--- src/design/instr_bus_pkg.sv ---
// package: bus message codes, status byte layout and carrier structs for the bus status port
package instr_bus_pkg;
   // multiline interface message codes (ATN true)
   localparam logic [7:0] MSG_GTL = 8'h01;
   localparam logic [7:0] MSG_SDC = 8'h04;
   localparam logic [7:0] MSG_GET = 8'h08;
   localparam logic [7:0] MSG_LLO = 8'h11;
   localparam logic [7:0] MSG_DCL = 8'h14;
   localparam logic [7:0] MSG_SPE = 8'h18;
   localparam logic [7:0] MSG_SPD = 8'h19;
   localparam logic [7:0] MSG_UNL = 8'h3f;
   localparam logic [7:0] MSG_UNT = 8'h5f;
   localparam logic [2:0] GRP_LISTEN = 3'h1;
   localparam logic [2:0] GRP_TALK = 3'h2;
   localparam logic [4:0] ADDR_UNUSED = 5'h1f;
   // status byte bit positions (bit 1 of the manual is index 0)
   localparam int SB_OVR = 0;
   localparam int SB_ZERO = 1;
   localparam int SB_BTN = 2;
   localparam int SB_CAL = 3;
   localparam int SB_DAV = 4;
   localparam int SB_ERR = 5;
   localparam int SB_RQS = 6;
   localparam int SB_EVT_W = 6;
   localparam logic [7:0] STATUS_RESET = 8'h00;
   localparam logic [5:0] MASK_RESET = 6'h00;
   // one trigger character and one clear marker go to the input buffer
   localparam logic [7:0] CHR_TRIGGER = 8'h3f;

   // bus handshake and management lines, already synchronised
   typedef struct packed {
      logic atn;
      logic ifc;
      logic ren;
      logic dav;
      logic [7:0] data;
   } bus_in_s;

   // events reported by the instrument core
   typedef struct packed {
      logic overrange;
      logic srqButton;
      logic calStore;
      logic outLoad;
      logic outRead;
      logic extTrigger;
      logic errorEvent;
   } core_evt_s;

   // requests handed to the instrument core
   typedef struct packed {
      logic queueChar;
      logic [7:0] queueData;
      logic queueClear;
      logic flushInput;
      logic stringEnd;
   } core_req_s;
endpackage

--- src/design/instrument_bus_status_port.sv ---
// module: bus status byte, service request and interface message decode
`timescale 1ns/1ps
`default_nettype none

// Behaviour
// RQ1 - eight-bit status byte readable anytime by poll
// RQ2 - masked bits 1-6 set RQS; RQS drives SRQ
// RQ3 - overrange sets bit 1; bit 2 always zero
// RQ4 - panel request button sets bit 3
// RQ5 - calibration store completion sets bit 4
// RQ6 - every output buffer load sets bit 5
// RQ7 - bus input, read, trigger clear bit 5
// RQ8 - error sets bit 6 with error message
// RQ9 - address messages under ATN act immediately
// RQ10 - universal commands immediate except queued DCL
// RQ11 - ATN true decodes interface, false passes data
// RQ12 - IFC idles only the bus interface
// RQ13 - REN plus listen address gives remote
// RQ14 - DCL queues clear first, flushes input buffer
// RQ15 - LLO disables front-panel local button
// RQ16 - SPE talker sends status byte; SPD cancels
// RQ17 - GET queues one trigger, ends string
// RQ18 - GTL goes local without buffering
// RQ19 - SDC acts as DCL only when listener
// RQ20 - talk-only switch sampled at power-up, IFC
// RQ21 - output data only when addressed talker
// RQ22 - reset clears status byte and SRQ
module instrument_bus_status_port #(
   parameter int ADDR_W = 5
) (
   input wire logic clk,
   input wire logic resetn,
   input wire logic atnPin,
   input wire logic ifcPin,
   input wire logic renPin,
   input wire logic davPin,
   input wire logic [7:0] dataPin,
   input wire logic [ADDR_W-1:0] busAddress,
   input wire logic talkOnlySwitch,
   input wire logic localButton,
   input wire instr_bus_pkg::core_evt_s coreEvt,
   input wire logic [5:0] requestMask,
   input wire logic [7:0] outBufferData,
   output logic srqOut,
   output logic [7:0] talkData,
   output logic talkValid,
   output logic [7:0] pollStatusByte,
   output logic remoteMode,
   output logic lockoutActive,
   output logic talkOnly,
   output logic listenerActive,
   output logic talkerActive,
   output logic goLocalPulse,
   output instr_bus_pkg::core_req_s coreReq
);
   import instr_bus_pkg::*;

   initial begin
      if (ADDR_W != 5) begin
         $error("bus address must be five bits wide");
      end
   end

   // two-stage synchronisers; stage one is read by stage two only
   logic [11:0] syncA_ff;
   logic [11:0] syncB_ff;
   logic talkSwSyncA_ff;
   logic talkSwSyncB_ff;
   logic davPrev_ff;
   bus_in_s bus;

   always_ff @(posedge clk or negedge resetn) begin
      if (!resetn) begin
         syncA_ff <= '0;
         syncB_ff <= '0;
         talkSwSyncA_ff <= 1'b0;
         talkSwSyncB_ff <= 1'b0;
      end else begin
         syncA_ff <= {atnPin, ifcPin, renPin, davPin, dataPin};
         syncB_ff <= syncA_ff;
         talkSwSyncA_ff <= talkOnlySwitch;
         talkSwSyncB_ff <= talkSwSyncA_ff;
      end
   end

   assign bus = bus_in_s'(syncB_ff);

   always_ff @(posedge clk or negedge resetn) begin
      if (!resetn) begin
         davPrev_ff <= 1'b0;
      end else begin
         davPrev_ff <= bus.dav;
      end
   end

   // one byte per rising data-valid edge
   logic byteStrobe;
   logic cmdByte;
   logic dataByte;
   assign byteStrobe = bus.dav && !davPrev_ff;
   assign cmdByte = byteStrobe && bus.atn; // see RQ11
   assign dataByte = byteStrobe && !bus.atn; // see RQ11

   logic isListenAddr;
   logic isTalkAddr;
   logic isDcl;
   logic isSdc;
   logic clearReq;
   assign isListenAddr = cmdByte && (bus.data[6:5] == GRP_LISTEN[1:0])
      && (bus.data[4:0] == busAddress) && (busAddress != ADDR_UNUSED);
   assign isTalkAddr = cmdByte && (bus.data[6:5] == GRP_TALK[1:0])
      && (bus.data[4:0] == busAddress) && (busAddress != ADDR_UNUSED);
   assign isDcl = cmdByte && (bus.data[6:0] == MSG_DCL[6:0]);
   assign isSdc = cmdByte && (bus.data[6:0] == MSG_SDC[6:0]) && listenerActive;
   assign clearReq = isDcl || isSdc; // see RQ19

   // addressing state; IFC idles it but leaves measurement setup alone
   logic listen_ff;
   logic talk_ff;
   logic pollMode_ff;
   always_ff @(posedge clk or negedge resetn) begin
      if (!resetn) begin
         listen_ff <= 1'b0;
      end else if (bus.ifc) begin
         listen_ff <= 1'b0; // see RQ12
      end else if (isListenAddr) begin
         listen_ff <= 1'b1; // see RQ9
      end else if (cmdByte && bus.data[6:0] == MSG_UNL[6:0]) begin
         listen_ff <= 1'b0; // see RQ9
      end
   end

   always_ff @(posedge clk or negedge resetn) begin
      if (!resetn) begin
         talk_ff <= 1'b0;
      end else if (bus.ifc) begin
         talk_ff <= 1'b0; // see RQ12
      end else if (isTalkAddr) begin
         talk_ff <= 1'b1; // see RQ9
      end else if (cmdByte && (bus.data[6:0] == MSG_UNT[6:0]
            || (bus.data[6:5] == GRP_TALK[1:0] && bus.data[4:0] != busAddress))) begin
         talk_ff <= 1'b0; // see RQ9
      end
   end

   always_ff @(posedge clk or negedge resetn) begin
      if (!resetn) begin
         pollMode_ff <= 1'b0;
      end else if (bus.ifc) begin
         pollMode_ff <= 1'b0; // see RQ12
      end else if (cmdByte && bus.data[6:0] == MSG_SPE[6:0]) begin
         pollMode_ff <= 1'b1; // see RQ16
      end else if (cmdByte && bus.data[6:0] == MSG_SPD[6:0]) begin
         pollMode_ff <= 1'b0; // see RQ16
      end
   end

   // talk-only strap: caught once the synchroniser holds real data, and on each IFC
   // capturing earlier would read the reset value of the sync stages, not the switch
   logic [2:0] strapArm_ff;
   logic talkOnly_ff;
   always_ff @(posedge clk or negedge resetn) begin
      if (!resetn) begin
         strapArm_ff <= 3'h1;
      end else begin
         strapArm_ff <= {strapArm_ff[1:0], 1'b0};
      end
   end

   always_ff @(posedge clk or negedge resetn) begin
      if (!resetn) begin
         talkOnly_ff <= 1'b0;
      end else if (strapArm_ff[2] || bus.ifc) begin
         talkOnly_ff <= talkSwSyncB_ff; // see RQ20
      end
   end

   // remote and lockout; IFC does not touch these
   logic remote_ff;
   logic lockout_ff;
   always_ff @(posedge clk or negedge resetn) begin
      if (!resetn) begin
         remote_ff <= 1'b0;
      end else if (!bus.ren) begin
         remote_ff <= 1'b0; // see RQ13
      end else if (isListenAddr) begin
         remote_ff <= 1'b1; // see RQ13
      end else if (cmdByte && bus.data[6:0] == MSG_GTL[6:0] && listenerActive) begin
         remote_ff <= 1'b0; // see RQ18
      end else if (localButton && !lockout_ff) begin
         remote_ff <= 1'b0; // see RQ15
      end
   end

   always_ff @(posedge clk or negedge resetn) begin
      if (!resetn) begin
         lockout_ff <= 1'b0;
      end else if (!bus.ren) begin
         lockout_ff <= 1'b0; // see RQ13
      end else if (cmdByte && bus.data[6:0] == MSG_LLO[6:0]) begin
         lockout_ff <= 1'b1; // see RQ15
      end
   end

   // input buffer requests: only DCL/SDC, GET and data characters are queued
   core_req_s req_ff;
   logic goLocal_ff;
   always_ff @(posedge clk or negedge resetn) begin
      if (!resetn) begin
         req_ff <= '0;
      end else begin
         req_ff.queueClear <= clearReq; // see RQ10, RQ14
         req_ff.flushInput <= clearReq; // see RQ14
         if (cmdByte && bus.data[6:0] == MSG_GET[6:0] && listenerActive) begin
            req_ff.queueChar <= 1'b1; // see RQ17
            req_ff.queueData <= CHR_TRIGGER;
            req_ff.stringEnd <= 1'b1; // see RQ17
         end else if (dataByte && listenerActive) begin
            req_ff.queueChar <= 1'b1; // see RQ11
            req_ff.queueData <= bus.data;
            req_ff.stringEnd <= 1'b0;
         end else begin
            req_ff.queueChar <= 1'b0;
            req_ff.stringEnd <= 1'b0;
         end
      end
   end

   always_ff @(posedge clk or negedge resetn) begin
      if (!resetn) begin
         goLocal_ff <= 1'b0;
      end else begin
         goLocal_ff <= cmdByte && bus.data[6:0] == MSG_GTL[6:0] && listenerActive; // see RQ18
      end
   end

   // status byte; set wins over clear
   logic [SB_EVT_W-1:0] status_ff;
   logic [SB_EVT_W-1:0] evtSet;
   logic davClear;
   assign evtSet[SB_OVR] = coreEvt.overrange; // see RQ3
   assign evtSet[SB_ZERO] = 1'b0; // see RQ3
   assign evtSet[SB_BTN] = coreEvt.srqButton; // see RQ4
   assign evtSet[SB_CAL] = coreEvt.calStore; // see RQ5
   assign evtSet[SB_DAV] = coreEvt.outLoad || coreEvt.errorEvent; // see RQ6, RQ8
   assign evtSet[SB_ERR] = coreEvt.errorEvent; // see RQ8
   assign davClear = byteStrobe || coreEvt.outRead || coreEvt.extTrigger; // see RQ7

   always_ff @(posedge clk or negedge resetn) begin
      if (!resetn) begin
         status_ff <= STATUS_RESET[SB_EVT_W-1:0]; // see RQ22
      end else begin
         status_ff <= status_ff | evtSet;
         if (davClear && !evtSet[SB_DAV]) begin
            status_ff[SB_DAV] <= 1'b0; // see RQ7
         end
         status_ff[SB_ZERO] <= 1'b0; // see RQ3
      end
   end

   logic rqs;
   assign rqs = |(status_ff & requestMask); // see RQ2

   logic [7:0] pollByte;
   assign pollByte = {1'b0, rqs, status_ff};

   // talker output: status byte during poll, else output buffer data
   logic [7:0] talkData_ff;
   logic talkValid_ff;
   always_ff @(posedge clk or negedge resetn) begin
      if (!resetn) begin
         talkData_ff <= 8'h00;
         talkValid_ff <= 1'b0;
      end else begin
         // ifc drops the talker in this same edge, so it must gate the output too
         talkValid_ff <= (talk_ff || talkOnly_ff) && !bus.atn && !bus.ifc; // see RQ21
         if (pollMode_ff) begin
            talkData_ff <= pollByte; // see RQ1, RQ16
         end else begin
            talkData_ff <= outBufferData; // see RQ21
         end
      end
   end

   logic srq_ff;
   always_ff @(posedge clk or negedge resetn) begin
      if (!resetn) begin
         srq_ff <= 1'b0; // see RQ22
      end else begin
         srq_ff <= rqs; // see RQ2
      end
   end

   assign srqOut = srq_ff;
   assign pollStatusByte = pollByte; // see RQ1
   assign talkData = talkData_ff;
   assign talkValid = talkValid_ff;
   assign remoteMode = remote_ff;
   assign lockoutActive = lockout_ff;
   assign talkOnly = talkOnly_ff;
   assign listenerActive = listen_ff;
   assign talkerActive = talk_ff || talkOnly_ff;
   assign goLocalPulse = goLocal_ff;
   assign coreReq = req_ff;
endmodule

`default_nettype wire

--- config.mk ---
export PLATFORM = sky130hd
export DESIGN_NAME = instrument_bus_status_port
export DESIGN_NICKNAME = d
export VERILOG_FILES = /design/src/design/instr_bus_pkg.sv /design/src/design/instrument_bus_status_port.sv
export SDC_FILE = /design/constraint.sdc
export NUM_CORES = 1
export LEC_CHECK = 0
export ABC_AREA = 1
export ABC_CLOCK_PERIOD_IN_PS = 1700
export CAP_MARGIN = 30
export CORE_ASPECT_RATIO = 1.2
export CORE_MARGIN = 2
export CORE_UTILIZATION = 50
export CTS_CLUSTER_SIZE = 10
export DETAILED_ROUTE_END_ITERATION = 8
export DONT_BUFFER_PORTS = 1
export PLACE_DENSITY = 0.64
export SLEW_MARGIN = 40
export SYNTH_ARGS = -nofsm -noshare
export SYNTH_HDL_FRONTEND = slang
export SYNTH_SLANG_ARGS = --single-unit
--- constraint.sdc ---
create_clock -name clk -period 1.7 [get_ports clk]
set_clock_uncertainty 0.1 [all_clocks]
set_input_delay 0.17 -clock clk [delete_from_list [all_inputs] [get_ports clk]]
set_output_delay 0.17 -clock clk [all_outputs]
set_load 0.02 [all_outputs]
== Word-level counts from Yosys, hierarchy flattened ==
Index checks and enable logic that the tools add are counted.
Word-level totals
  flip-flop bits (word level): 63
  word-level logic and storage cells: 104
Cells by class
  eq/ne operators: 16
  mux-type cells: 21
  bitwise logic cells: 2
  reductions and logical operators: 44
Operators by type and width (number)
  7-bit by 5-bit == test with 1-bit output (second input constant): 4
  1-bit logical AND: 27
  1-bit 2-to-1 mux: 18
  8-bit 2-to-1 mux: 2
  9-bit 2-to-1 mux: 1
  3-bit nonzero test: 3
  7-bit by 1-bit == test with 1-bit output (second input constant): 1
  7-bit by 3-bit == test with 1-bit output (second input constant): 1
  7-bit by 4-bit == test with 1-bit output (second input constant): 1
  7-bit by 6-bit == test with 1-bit output (second input constant): 1
  7-bit == test (second input constant): 1
  1-bit logical OR: 7
  6-bit AND: 1
  6-bit bitwise OR: 1
  6-bit OR reduction: 1
  5-bit == test: 1
  1-bit zero test: 5
  5-bit inequality test: 1
  5-bit inequality test (second input constant): 1
  4-bit by 1-bit inequality test with 1-bit output (second input constant): 1
  2-bit by 1-bit == test with 1-bit output (second input constant): 1
  2-bit == test (second input constant): 1
  2-bit by 1-bit inequality test with 1-bit output (second input constant): 1
  2-bit nonzero test: 1

== Logic depth before layout (Yosys ltp) ==
Gate-level depths: netlist of run 1.
  depth after elaboration: 8
  depth in mapped cells: 10

== Least setup slack after synthesis of run 1 ==
No wires, ideal clock.
  kind: register to output
  start: register status_ff[3]
  end: output pollStatusByte[6]
  data arrival time: 1.047 ns
  required time: 1.430 ns
  slack: 0.383 ns
  cell stages (with the launch flop): 5
  buffers on the path: 1
  cells stage by stage: dfrtp_1 nand2_1 nand3_1 a221o_1 buf_4
Between the ends
  word-level cells in the longest chain between the ends: 2
Ends and longest elaborated chain
  from (decl): RTL line instrument_bus_status_port.sv:238  | logic [SB_EVT_W-1:0] status_ff;
  from (signal assigned): RTL line instrument_bus_status_port.sv:251  | status_ff <= STATUS_RESET[SB_EVT_W-1:0];
  from (signal assigned): RTL line instrument_bus_status_port.sv:253  | status_ff <= status_ff | evtSet;
  6-bit AND: RTL line instrument_bus_status_port.sv:262  | assign rqs = |(status_ff & requestMask);
  6-bit OR reduction: RTL line instrument_bus_status_port.sv:262
  to (decl): RTL line instrument_bus_status_port.sv:47  | output logic [7:0] pollStatusByte,
Every way passes these cells.

== Worst setup path after layout of run 1 ==
  start: register status_ff[2]
  end: output pollStatusByte[6]
Same word-level chain as after synthesis.

==> results.md, run 1 <==
* Final GP Congestion at 0.8913
* TNS Setup at 0 ns
* Hold WS at -0.5740 ns
* # setup viols final at 0
* Vias in the first global route at 1496
* Io pins at 78
* Metal3 WL at 369 um
* Place WS at 0.2691 ns
* Largest net degree at the start of global routing at 64
* Final core occ at 0.6660
* Vias at 1454
* Initial antenna violation count at 0
* Synth area leaders: dfrtp_1 (68%), nand2_1 (7.7%), inv_1 (3.6%), nand3_1 (2.0%), nor2_1 (1.8%)
* Fin nets at 284
* WP data arrival at 1.34 ns
* Die W at 65.76 um
* Clk sink count at 63
* CTS buffer count at 9
* Status: finished, violations left
* DRT Pass-1 Iters at 4
* Clock H-tree levels at 3
* Mapped Area at 2288 um2
* Row Count at 26
* Layout area overhead at 25.92%
* Crit path max-delay family: flip-flops
* Grt ovf at 0
* RSZ-0062 raised after global routing: no
* Syn_area_per_cell at 11.22 um2
* Maximum VDD drop at 0.8787 mV
* CP startpoint kind: register
* Core Area at 4327 um2
* Crit end category: output port
* Multi-input logic area at 589.3 um2
* Max Slew Vio Count at 0
* Commonest non-fill, non-tap cells in the layout: dfrtp_1 (59), nand2_1 (47), dlygate4sd3_1 (29)
* Initial core utilization at 0.5289
* Crit-path cells: nand2_1 > nand3_1 > a221o_2
* Number of remaining DRC errors at 0
* Final worst-path cycle share at 0.9496
* Yosys top cell area share at 0.6780
* Worst Path Required at 1.43 ns
* Slowest stage cell, crit path: dfrtp_2
* HP Class: in2async
* Clk root buf: clkbuf_8
* Cells after synthesis at 204
* Min cycle time layout at 1.614 ns
* Total GRT Usage at 0.1848
* Sequential area share after synthesis at 0.6894
* Max Used Layer: met4
* Clock latency at the later pin of the worst-skew pair at 0.33 ns
* Layout cells sized above 1 at 0.1700
* CTS tree: done
* Power Density at 1152 nW/um2
* Antenna cells at 0
* CP max FO at 4
* First-pass GRT wire length at 6.906 mm
* Drt total wl at 4.316 mm
* Synth area leader: dfrtp_1
* Worst Setup Path Type: reg2out
* Commonest non-fill, non-tap cell in the layout: dfrtp_1
* Fmax at 619.5 MHz
* M1 WL at 1.570 mm
* Slowest stage delay, CP at 0.46 ns
* Register area at 1582 um2
* Leakage at 1.387 nW
* Routed Antenna Nets at 0
* # port buffers at 0
* Crit path buf inv count at 0
* Reg-to-reg setup timing slack at 0.14 ns
* Drt first-iter violations at 69
* Failing checks: hold timing
* Synth Warn # at 0
* Reg clk slew, reported paths at 0.07 ns
* WL per Instance at 14.24 um
* Post-CTS setup buffers at 0
* FILL cells at 335
* Synth Register Bits at 63
* Max Cap Viol at 0
* Hpwl dp at 2.908 mm
* Die area at 5137 um2
* Final Hold Viols at 63
* Max clock buf depth at 2
* Count of cell types in the netlist at 29
* Vias/cell at 4.799
* Wire length on met2 at 2.298 mm
* Final setup margin at 0.08574 ns
* Die Y-Extent at 78.11 um
==> worst paths after layout <==
kind | cells past startpoint | start | end
setup / recovery | 3 | status_ff[2]$_DFF_PN0_ | pollStatusByte[6]
hold / removal | 0 | resetn | coreReq[0]$_DFF_PN0_
setup reg to reg | 3 | status_ff[4]$_DFF_PN0_ | status_ff[4]$_DFF_PN0_
hold reg to reg | 0 | syncA_ff[4]$_DFF_PN0_ | bus[4]$_DFF_PN0_
max in group asynchronous | 0 | resetn | strapArm_ff[0]$_DFF_PN1_
min in group clk | 1 | requestMask[0] | srqOut$_DFF_PN0_
==> through the flow <==
stage | area, um2 | hold slack (ns) | cells | power (mW)
after CTS | 2859 | -0.5885 | 302 | 3.348
after floorplan | 2296 | -0.2256 | 206 | 1.746
after global placement | 2340 | -0.2241 | 258 | 1.761
after global routing | 2882 | -0.5908 | 303 | 3.446
final | 2882 | -0.5740 | 303 | 3.321
after detailed placement | 2340 | -0.2240 | 258 | 1.771
==> worst reg2reg max path: stages (launching register included) <==
cell and delay, ns:
dfrtp_2 0.44, inv_1 0.09, o41ai_2 0.27, dlygate4sd3_1 0.59
==> synth_stat cells, drive strengths merged <==
| cell type | instances |
|---|---|
| mux2i | 1 |
| a21boi | 1 |
| a22oi | 1 |
| a211oi | 1 |
| nor3 | 6 |
| o211ai | 2 |
| o21ai | 9 |
| a21oi | 3 |
| o41ai | 1 |
| nand2 | 49 |
| buf | 4 |
| a221o | 1 |
| nand3 | 11 |
| or2 | 4 |
| mux2 | 1 |
| inv | 27 |
| clkbuf | 1 |
| xnor2 | 1 |
| dfrtp | 62 |
| nor2 | 16 |
| conb | 1 |
| dfstp | 1 |
==> cells by family (layout without fill, tap and decap cells) <==
kind of cell / after synthesis / count (layout) / share of synthesized area
DFF: 63 / 63 / 0.6895
muxes: 2 / 2 / 0.009295
other: 1 / 3 / 0.001639
and+or+nand+nor: 86 / 86 / 0.1755
xor gates and xnor gates: 1 / 1 / 0.003828
AOI/OAI and AO/OA: 19 / 19 / 0.06014
buffers and inverters: 32 / 73 / 0.06014
==> what timing repair did <==
| action | CTS | global route |
|---|---|---|
| setup endpoints to repair | 0 | 2 |
| resized for setup | 0 | 5 |
| endpoints found under the hold margin | 90 | 64 |
| hold buffers | 28 | 1 |
==> flip-flops by register name, summed over array words and instances, names as in the netlist, 3 cells and up <==
register / flops
strapArm_ff: 3
status_ff: 5
bus: 12
coreReq: 11
talkData: 8
syncA_ff: 12
==> layout make-up <==
| cell class | instances | area share |
|---|---|---|
| flip-flops and latches | 63 | 0.5489 |
| multi-input cells | 111 | 0.2045 |
| repair buffers | 30 | 0.1033 |
| clock buffers | 13 | 0.05167 |
| inverters | 27 | 0.03604 |
| clock inverters | 3 | 0.03126 |
| well taps | 56 | 0.02432 |
==> report_power, final <==
| group | internal (mW) | leakage (nW) | switching [mW] | total (mW) |
|---|---|---|---|---|
| Clock | 1.02 | 0.118 | 0.508 | 1.52 |
| Sequential | 1.57 | 0.750 | 0.0811 | 1.65 |
| Combinational | 0.0792 | 0.520 | 0.0684 | 0.148 |
| Total | 2.66 | 1.39 | 0.657 | 3.32 |
==> metal layers <==
| metal | GRT usage | vias up |
|---|---|---|
| met3 | 0.08596 | 9 |
| li1 | - | 703 |
| met2 | 0.3020 | 51 |
| met1 | 0.2063 | 691 |
| met5 | 0 | - |
| met4 | 0.07500 | 0 |
Power figures use the tool's default switching activity.
==> run 2: changes to the inputs <==
- ABC_CLOCK_PERIOD_IN_PS: 1700 -> not set
- clock period: 1.7 -> 2 ns (I/O delays scaled with it)
==> run 2 against run 1 <==
  * The run now ends clean
  * Sequential cell count unchanged
  * Clock-buffer cell count down 2
  * Utilization unchanged
  * Sequential power down 15%
  * Register-to-register slack better by 0.097 ns
  * Critical path type is now reg2reg
  * Largest power group unchanged
==> results.md, run 2 (synthesized netlist as in run 1, its figures left out) <==
* Commonest non-fill, non-tap cell in the layout: dfrtp_1
* Die Y-Extent at 78.11 um
* # setup viols final at 0
* First-pass GRT wire length at 7.017 mm
* Clk root buf: clkbuf_8
* Min cycle time layout at 1.763 ns
* Max Cap Viol at 0
* FILL cells at 319
* # port buffers at 0
* CP startpoint kind: register
* Crit path max-delay family: buffers and inverters
* Clock latency at the later pin of the worst-skew pair at 0.33 ns
* Grt ovf at 0
* Crit-path cells: inv_1 > o41ai_1 > dlygate4sd3_1
* Slowest stage cell, crit path: dlygate4sd3_1
* Max Slew Vio Count at 0
* CTS tree: done
* Vias/cell at 4.888
* CTS buffer count at 9
* Crit end category: register
* Die W at 65.76 um
* DRT Pass-1 Iters at 4
* Tot Pwr at 2.785 mW
* Core Area at 4327 um2
* Worst Setup Path Type: reg2reg
* Slowest stage delay, CP at 0.61 ns
* Vias at 1481
* Final worst-path cycle share at 0.8815
* WL per Instance at 14.20 um
* Leakage at 1.386 nW
* Worst Path Required at 2.16 ns
* Post-cts resize count at 0
* Final GP Congestion at 0.8984
* Post-CTS setup buffers at 0
* Antenna cells at 0
* Layout cells sized above 1 at 0.1619
* Initial antenna violation count at 0
* Wire length on met2 at 2.299 mm
* TNS Setup at 0 ns
* Hpwl dp at 2.883 mm
* Row Count at 26
* Vias in the first global route at 1519
* M1 WL at 1.532 mm
* Drt total wl at 4.303 mm
* Layout area overhead at 25.92%
* Hold WS at 0.1174 ns
* Metal3 WL at 395 um
* RSZ-0062 raised after global routing: no
* CP max FO at 3
* Power Density at 966.6 nW/um2
* Maximum VDD drop at 0.7521 mV
* Status: finished, final reports clean
* Crit path buf inv count at 2
* Fin nets at 284
* Initial core utilization at 0.5289
* Io pins at 78
* Fmax at 567.2 MHz
* Final Hold Viols at 0
* Max Used Layer: met4
* Total GRT Usage at 0.1867
* Commonest non-fill, non-tap cells in the layout: dfrtp_1 (62), nand2_1 (47), dlygate4sd3_1 (29)
* Routed Antenna Nets at 0
* Drt first-iter violations at 73
* Number of remaining DRC errors at 0
* Reg clk slew, reported paths at 0.06 ns
* Die area at 5137 um2
* Clock H-tree levels at 3
* Largest net degree at the start of global routing at 64
* Clk sink count at 63
* Max clock buf depth at 2
* WP data arrival at 1.93 ns
* HP Class: in2reg
## run 2: path summary, 6_finish.rpt
check	start	endpoint	slack (ns)	cells after the start
setup / recovery	status_ff[4]$_DFF_PN0_	status_ff[4]$_DFF_PN0_	0.24	3
hold / removal	busAddress[4]	remoteMode$_DFFE_PN0P_	0.12	5
setup reg to reg	status_ff[4]$_DFF_PN0_	status_ff[4]$_DFF_PN0_	0.24	3
hold reg to reg	syncA_ff[4]$_DFF_PN0_	bus[4]$_DFF_PN0_	0.25	0
max in group asynchronous	resetn	strapArm_ff[0]$_DFF_PN1_	1.21	2
min in group asynchronous	resetn	coreReq[10]$_DFFE_PN0P_	0.29	2
## run 2: what timing repair did
action                     4_1_cts  5_1_grt
hold buffers                    30        0
setup endpoints to repair        0        0
hold endpoints to repair        90        0
## run 2: through the flow
stage	std cells	instance area (um2)	setup WS (ns)	utilization
2_1_floorplan	206	2296	0.6525	-
3_5_place_dp	257	2332	0.5535	0.5390
6_report	303	2882	0.2370	0.6660
4_1_cts	303	2882	0.2923	0.6660
5_1_grt	303	2882	0.1827	0.6660
3_3_place_gp	257	2332	0.5807	0.5390
## run 2: metal layers
metal  track usage  vias to the layer above
met3        0.1060                       13
met4       0.07708                        0
met5             0                        -
met1        0.2006                      701
met2        0.2990                       61
li1              -                      706
## run 2: cell type report
class / count / area, um2 / share of cell area
clock buffer: 11 / 151.4 / 0.05254
clock inverter: 5 / 80.08 / 0.02779
inverter: 27 / 103.9 / 0.03604
multi-input combinational: 111 / 580.6 / 0.2015
sequential: 63 / 1578 / 0.5475
tap: 56 / 70.07 / 0.02432
timing repair buffer: 30 / 317.8 / 0.1103
## run 2: worst min-delay path, cell delays in order
cell	delay [ns]
xnor2_1	0.04
nand3_1	0.08
nor2_2	0.04
nand2_1	0.08
a21oi_1	0.06
## run 2: power breakdown
part | total [mW] | internal [mW] | switching (mW)
registers | 1.40 | 1.33 | 0.0691
clock network | 1.23 | 0.767 | 0.465
logic | 0.153 | 0.0722 | 0.0807
total | 2.79 | 2.17 | 0.615
==> run 3: changes to the inputs <==
==> constraint.sdc (replaced) <==
create_clock -name clk -period 2.2 [get_ports clk]
set_clock_uncertainty 0.1 [all_clocks]
set_input_delay 0.22 -clock clk [delete_from_list [all_inputs] [get_ports clk]]
set_output_delay 0.22 -clock clk [all_outputs]
set_load 0.1 [all_outputs]
==> run 3 against run 2 <==
  * Worst hold slack worse by 0.079 ns
  * Sequential share of layout area down 4.3 points
  * Sequential power down 11%
  * Combinational power up 150%
  * Non-clock buffer count up 30
  * Critical endpoint unchanged
  * Maximum frequency down 7.3%
  * First-iteration DRC count up 33%
  * Sequential cell count unchanged
  * Critical path depth up 1
  * Clock-buffer cell count up 1
  * Final cell count up 9.6%
  * Register-to-register slack better by 0.06 ns
==> results.md, run 3 (synthesized netlist as in run 1, its figures left out) <==
* Die area at 5137 um2
* NetSw at 0.7267 mW
* Vias/cell at 4.892
* Worst Setup Path Type: reg2reg
* Leakage at 1.548 nW
* Post-CTS setup buffers at 0
* Reg-to-reg setup timing slack at 0.30 ns
* CTS tree: done
* Io pins at 78
* Slowest stage delay, CP at 0.61 ns
* Min cycle time layout at 1.903 ns
* Worst Path Required at 2.37 ns
* Post-cts resize count at 0
* Number of remaining DRC errors at 0
* Wire length on met2 at 2.592 mm
* Initial antenna violation count at 0
* Crit end category: register
* Vias at 1624
* Relative slew slack at 0.6342
* Maximum VDD drop at 0.6575 mV
* Antenna cells at 0
* WP data arrival at 2.07 ns
* Crit-path cells: buf_4 > inv_1 > o41ai_1 > dlygate4sd3_1
* Combinational fraction of design power at 0.133
* Hpwl dp at 3.112 mm
* Grt ovf at 0
* CP max FO at 2
* Hold depth at 3
* Clock H-tree levels at 3
* Reg2Reg Depth at 4
* FILL cells at 307
* Final core occ at 0.7244
* Drt first-iter violations at 97
* DP Cell Count at 288
* Hold Path End: remoteMode$_DFFE_PN0P_
* Die Y-Extent at 78.11 um
* Seq pwr share at 0.439
* CP startpoint kind: register
* Final worst-path cycle share at 0.8648
* # port buffers at 0
* DRT Pass-1 Iters at 4
* Total GRT Usage at 0.2112
* # setup viols final at 0
* Max clock buf depth at 2
* Initial core utilization at 0.5289
* Routed Antenna Nets at 0
* Reg clk slew, reported paths at 0.07 ns
* Worst Tran Pin Value at 0.5487 ns
* Vias in the first global route at 1710
* Reg2Reg Capture Point: status_ff[4]$_DFF_PN0_
* Fin nets at 314
* Core Area at 4327 um2
* Layout area overhead at 36.96%
* Clock power share at 0.427
* Commonest non-fill, non-tap cells in the layout: dfrtp_1 (60), nand2_1 (47), buf_4 (30)
* Max Slew Vio Count at 0
* Clk root buf: clkbuf_8
* Layout cells sized above 1 at 0.2609
* WL per Instance at 14.40 um
* Hold path startpoint: localButton
* Final GP Congestion at 0.8483
* Largest net degree at the start of global routing at 64
* Slowest stage cell, crit path: dlygate4sd3_1
* Status: finished, final reports clean
* Net Sw Frac at 0.2553
* HP Class: in2reg
* Hold_buf cts at 29
* Fmax at 525.6 MHz
* RSZ-0062 raised after global routing: no
* Metal3 WL at 273 um
* P_int at 2.120 mW
* Clk sink count at 63
* Drt total wl at 4.781 mm
* Final Hold Viols at 0
* Die W at 65.76 um
* TNS Setup at 0 ns
* Max Used Layer: met4
* Commonest non-fill, non-tap cell in the layout: dfrtp_1
* Row Count at 26
* M1 WL at 1.797 mm
* Hold WS at 0.03881 ns
* Reg-to-Reg Start: status_ff[4]$_DFF_PN0_
* First-pass GRT wire length at 7.872 mm
* Clock latency at the later pin of the worst-skew pair at 0.33 ns
* Non-Filler Instances at 332
* CTS buffer count at 9
* Finished layout cell area at 3134 um2
* Power Density at 908.1 nW/um2
* Dpl cell area at 2581 um2
* Max Cap Viol at 0
[run 3: cell count changes in the layout (fill, tap and decap cells not counted), sizes merged]
cell and change:
dlygate4sd3 -1, clkbuf +1, bufinv +1, clkinv -1
buf +31, clkinvlp -2
[run 3: power groups by stage]
stage | sequential, mW | combinational, mW | clock (mW)
after floorplan | 1.43 | 0.0887 | 0
after global placement | 1.27 | 0.309 | 0
after detailed placement | 1.27 | 0.312 | 0
after CTS | 1.25 | 0.380 | 1.24
after global routing | 1.25 | 0.400 | 1.29
final | 1.25 | 0.380 | 1.22
[run 3: final cells by class]
cell class | instances | area (um2) | share of cell area
sequential | 63 | 1580 | 0.5042
tap | 56 | 70.07 | 0.02236
clock buffer | 12 | 155.1 | 0.04950
multi-input combinational | 111 | 581.8 | 0.1856
timing repair buffer | 60 | 553.0 | 0.1764
inverter | 27 | 103.9 | 0.03313
clock inverter | 3 | 90.09 | 0.02874
[run 3: worst max path at each step]
stage / start / endpoint
finish: status_ff[4]$_DFF_PN0_ / status_ff[4]$_DFF_PN0_
global route: status_ff[4]$_DFF_PN0_ / status_ff[4]$_DFF_PN0_
CTS: status_ff[4]$_DFF_PN0_ / status_ff[4]$_DFF_PN0_
detailed placement: status_ff[2]$_DFF_PN0_ / talkData[6]$_DFF_PN0_
global placement: status_ff[2]$_DFF_PN0_ / talkData[6]$_DFF_PN0_
floorplan: talkOnly$_DFFE_PN0P_ / talkerActive
[run 3: metrics by stage]
step	power [mW]	setup WS [ns]
6_report	2.846	0.2974
5_1_grt	2.945	0.1674
4_1_cts	2.866	0.3645
3_5_place_dp	1.584	0.7195
3_3_place_gp	1.576	0.5944
2_1_floorplan	1.520	0.1971
[run 3: critical path: cells and delay by family (launching register included)]
family                 cells  cell delay, ns
buffers and inverters      3            1.03
AOI/OAI and AO/OA          1            0.37
DFF                        1            0.35
[run 3: metal layers]
layer,vias up,global-route usage
met5,-,0
met4,0,0.1229
met3,9,0.06304
met2,51,0.3505
met1,800,0.2374
li1,764,-
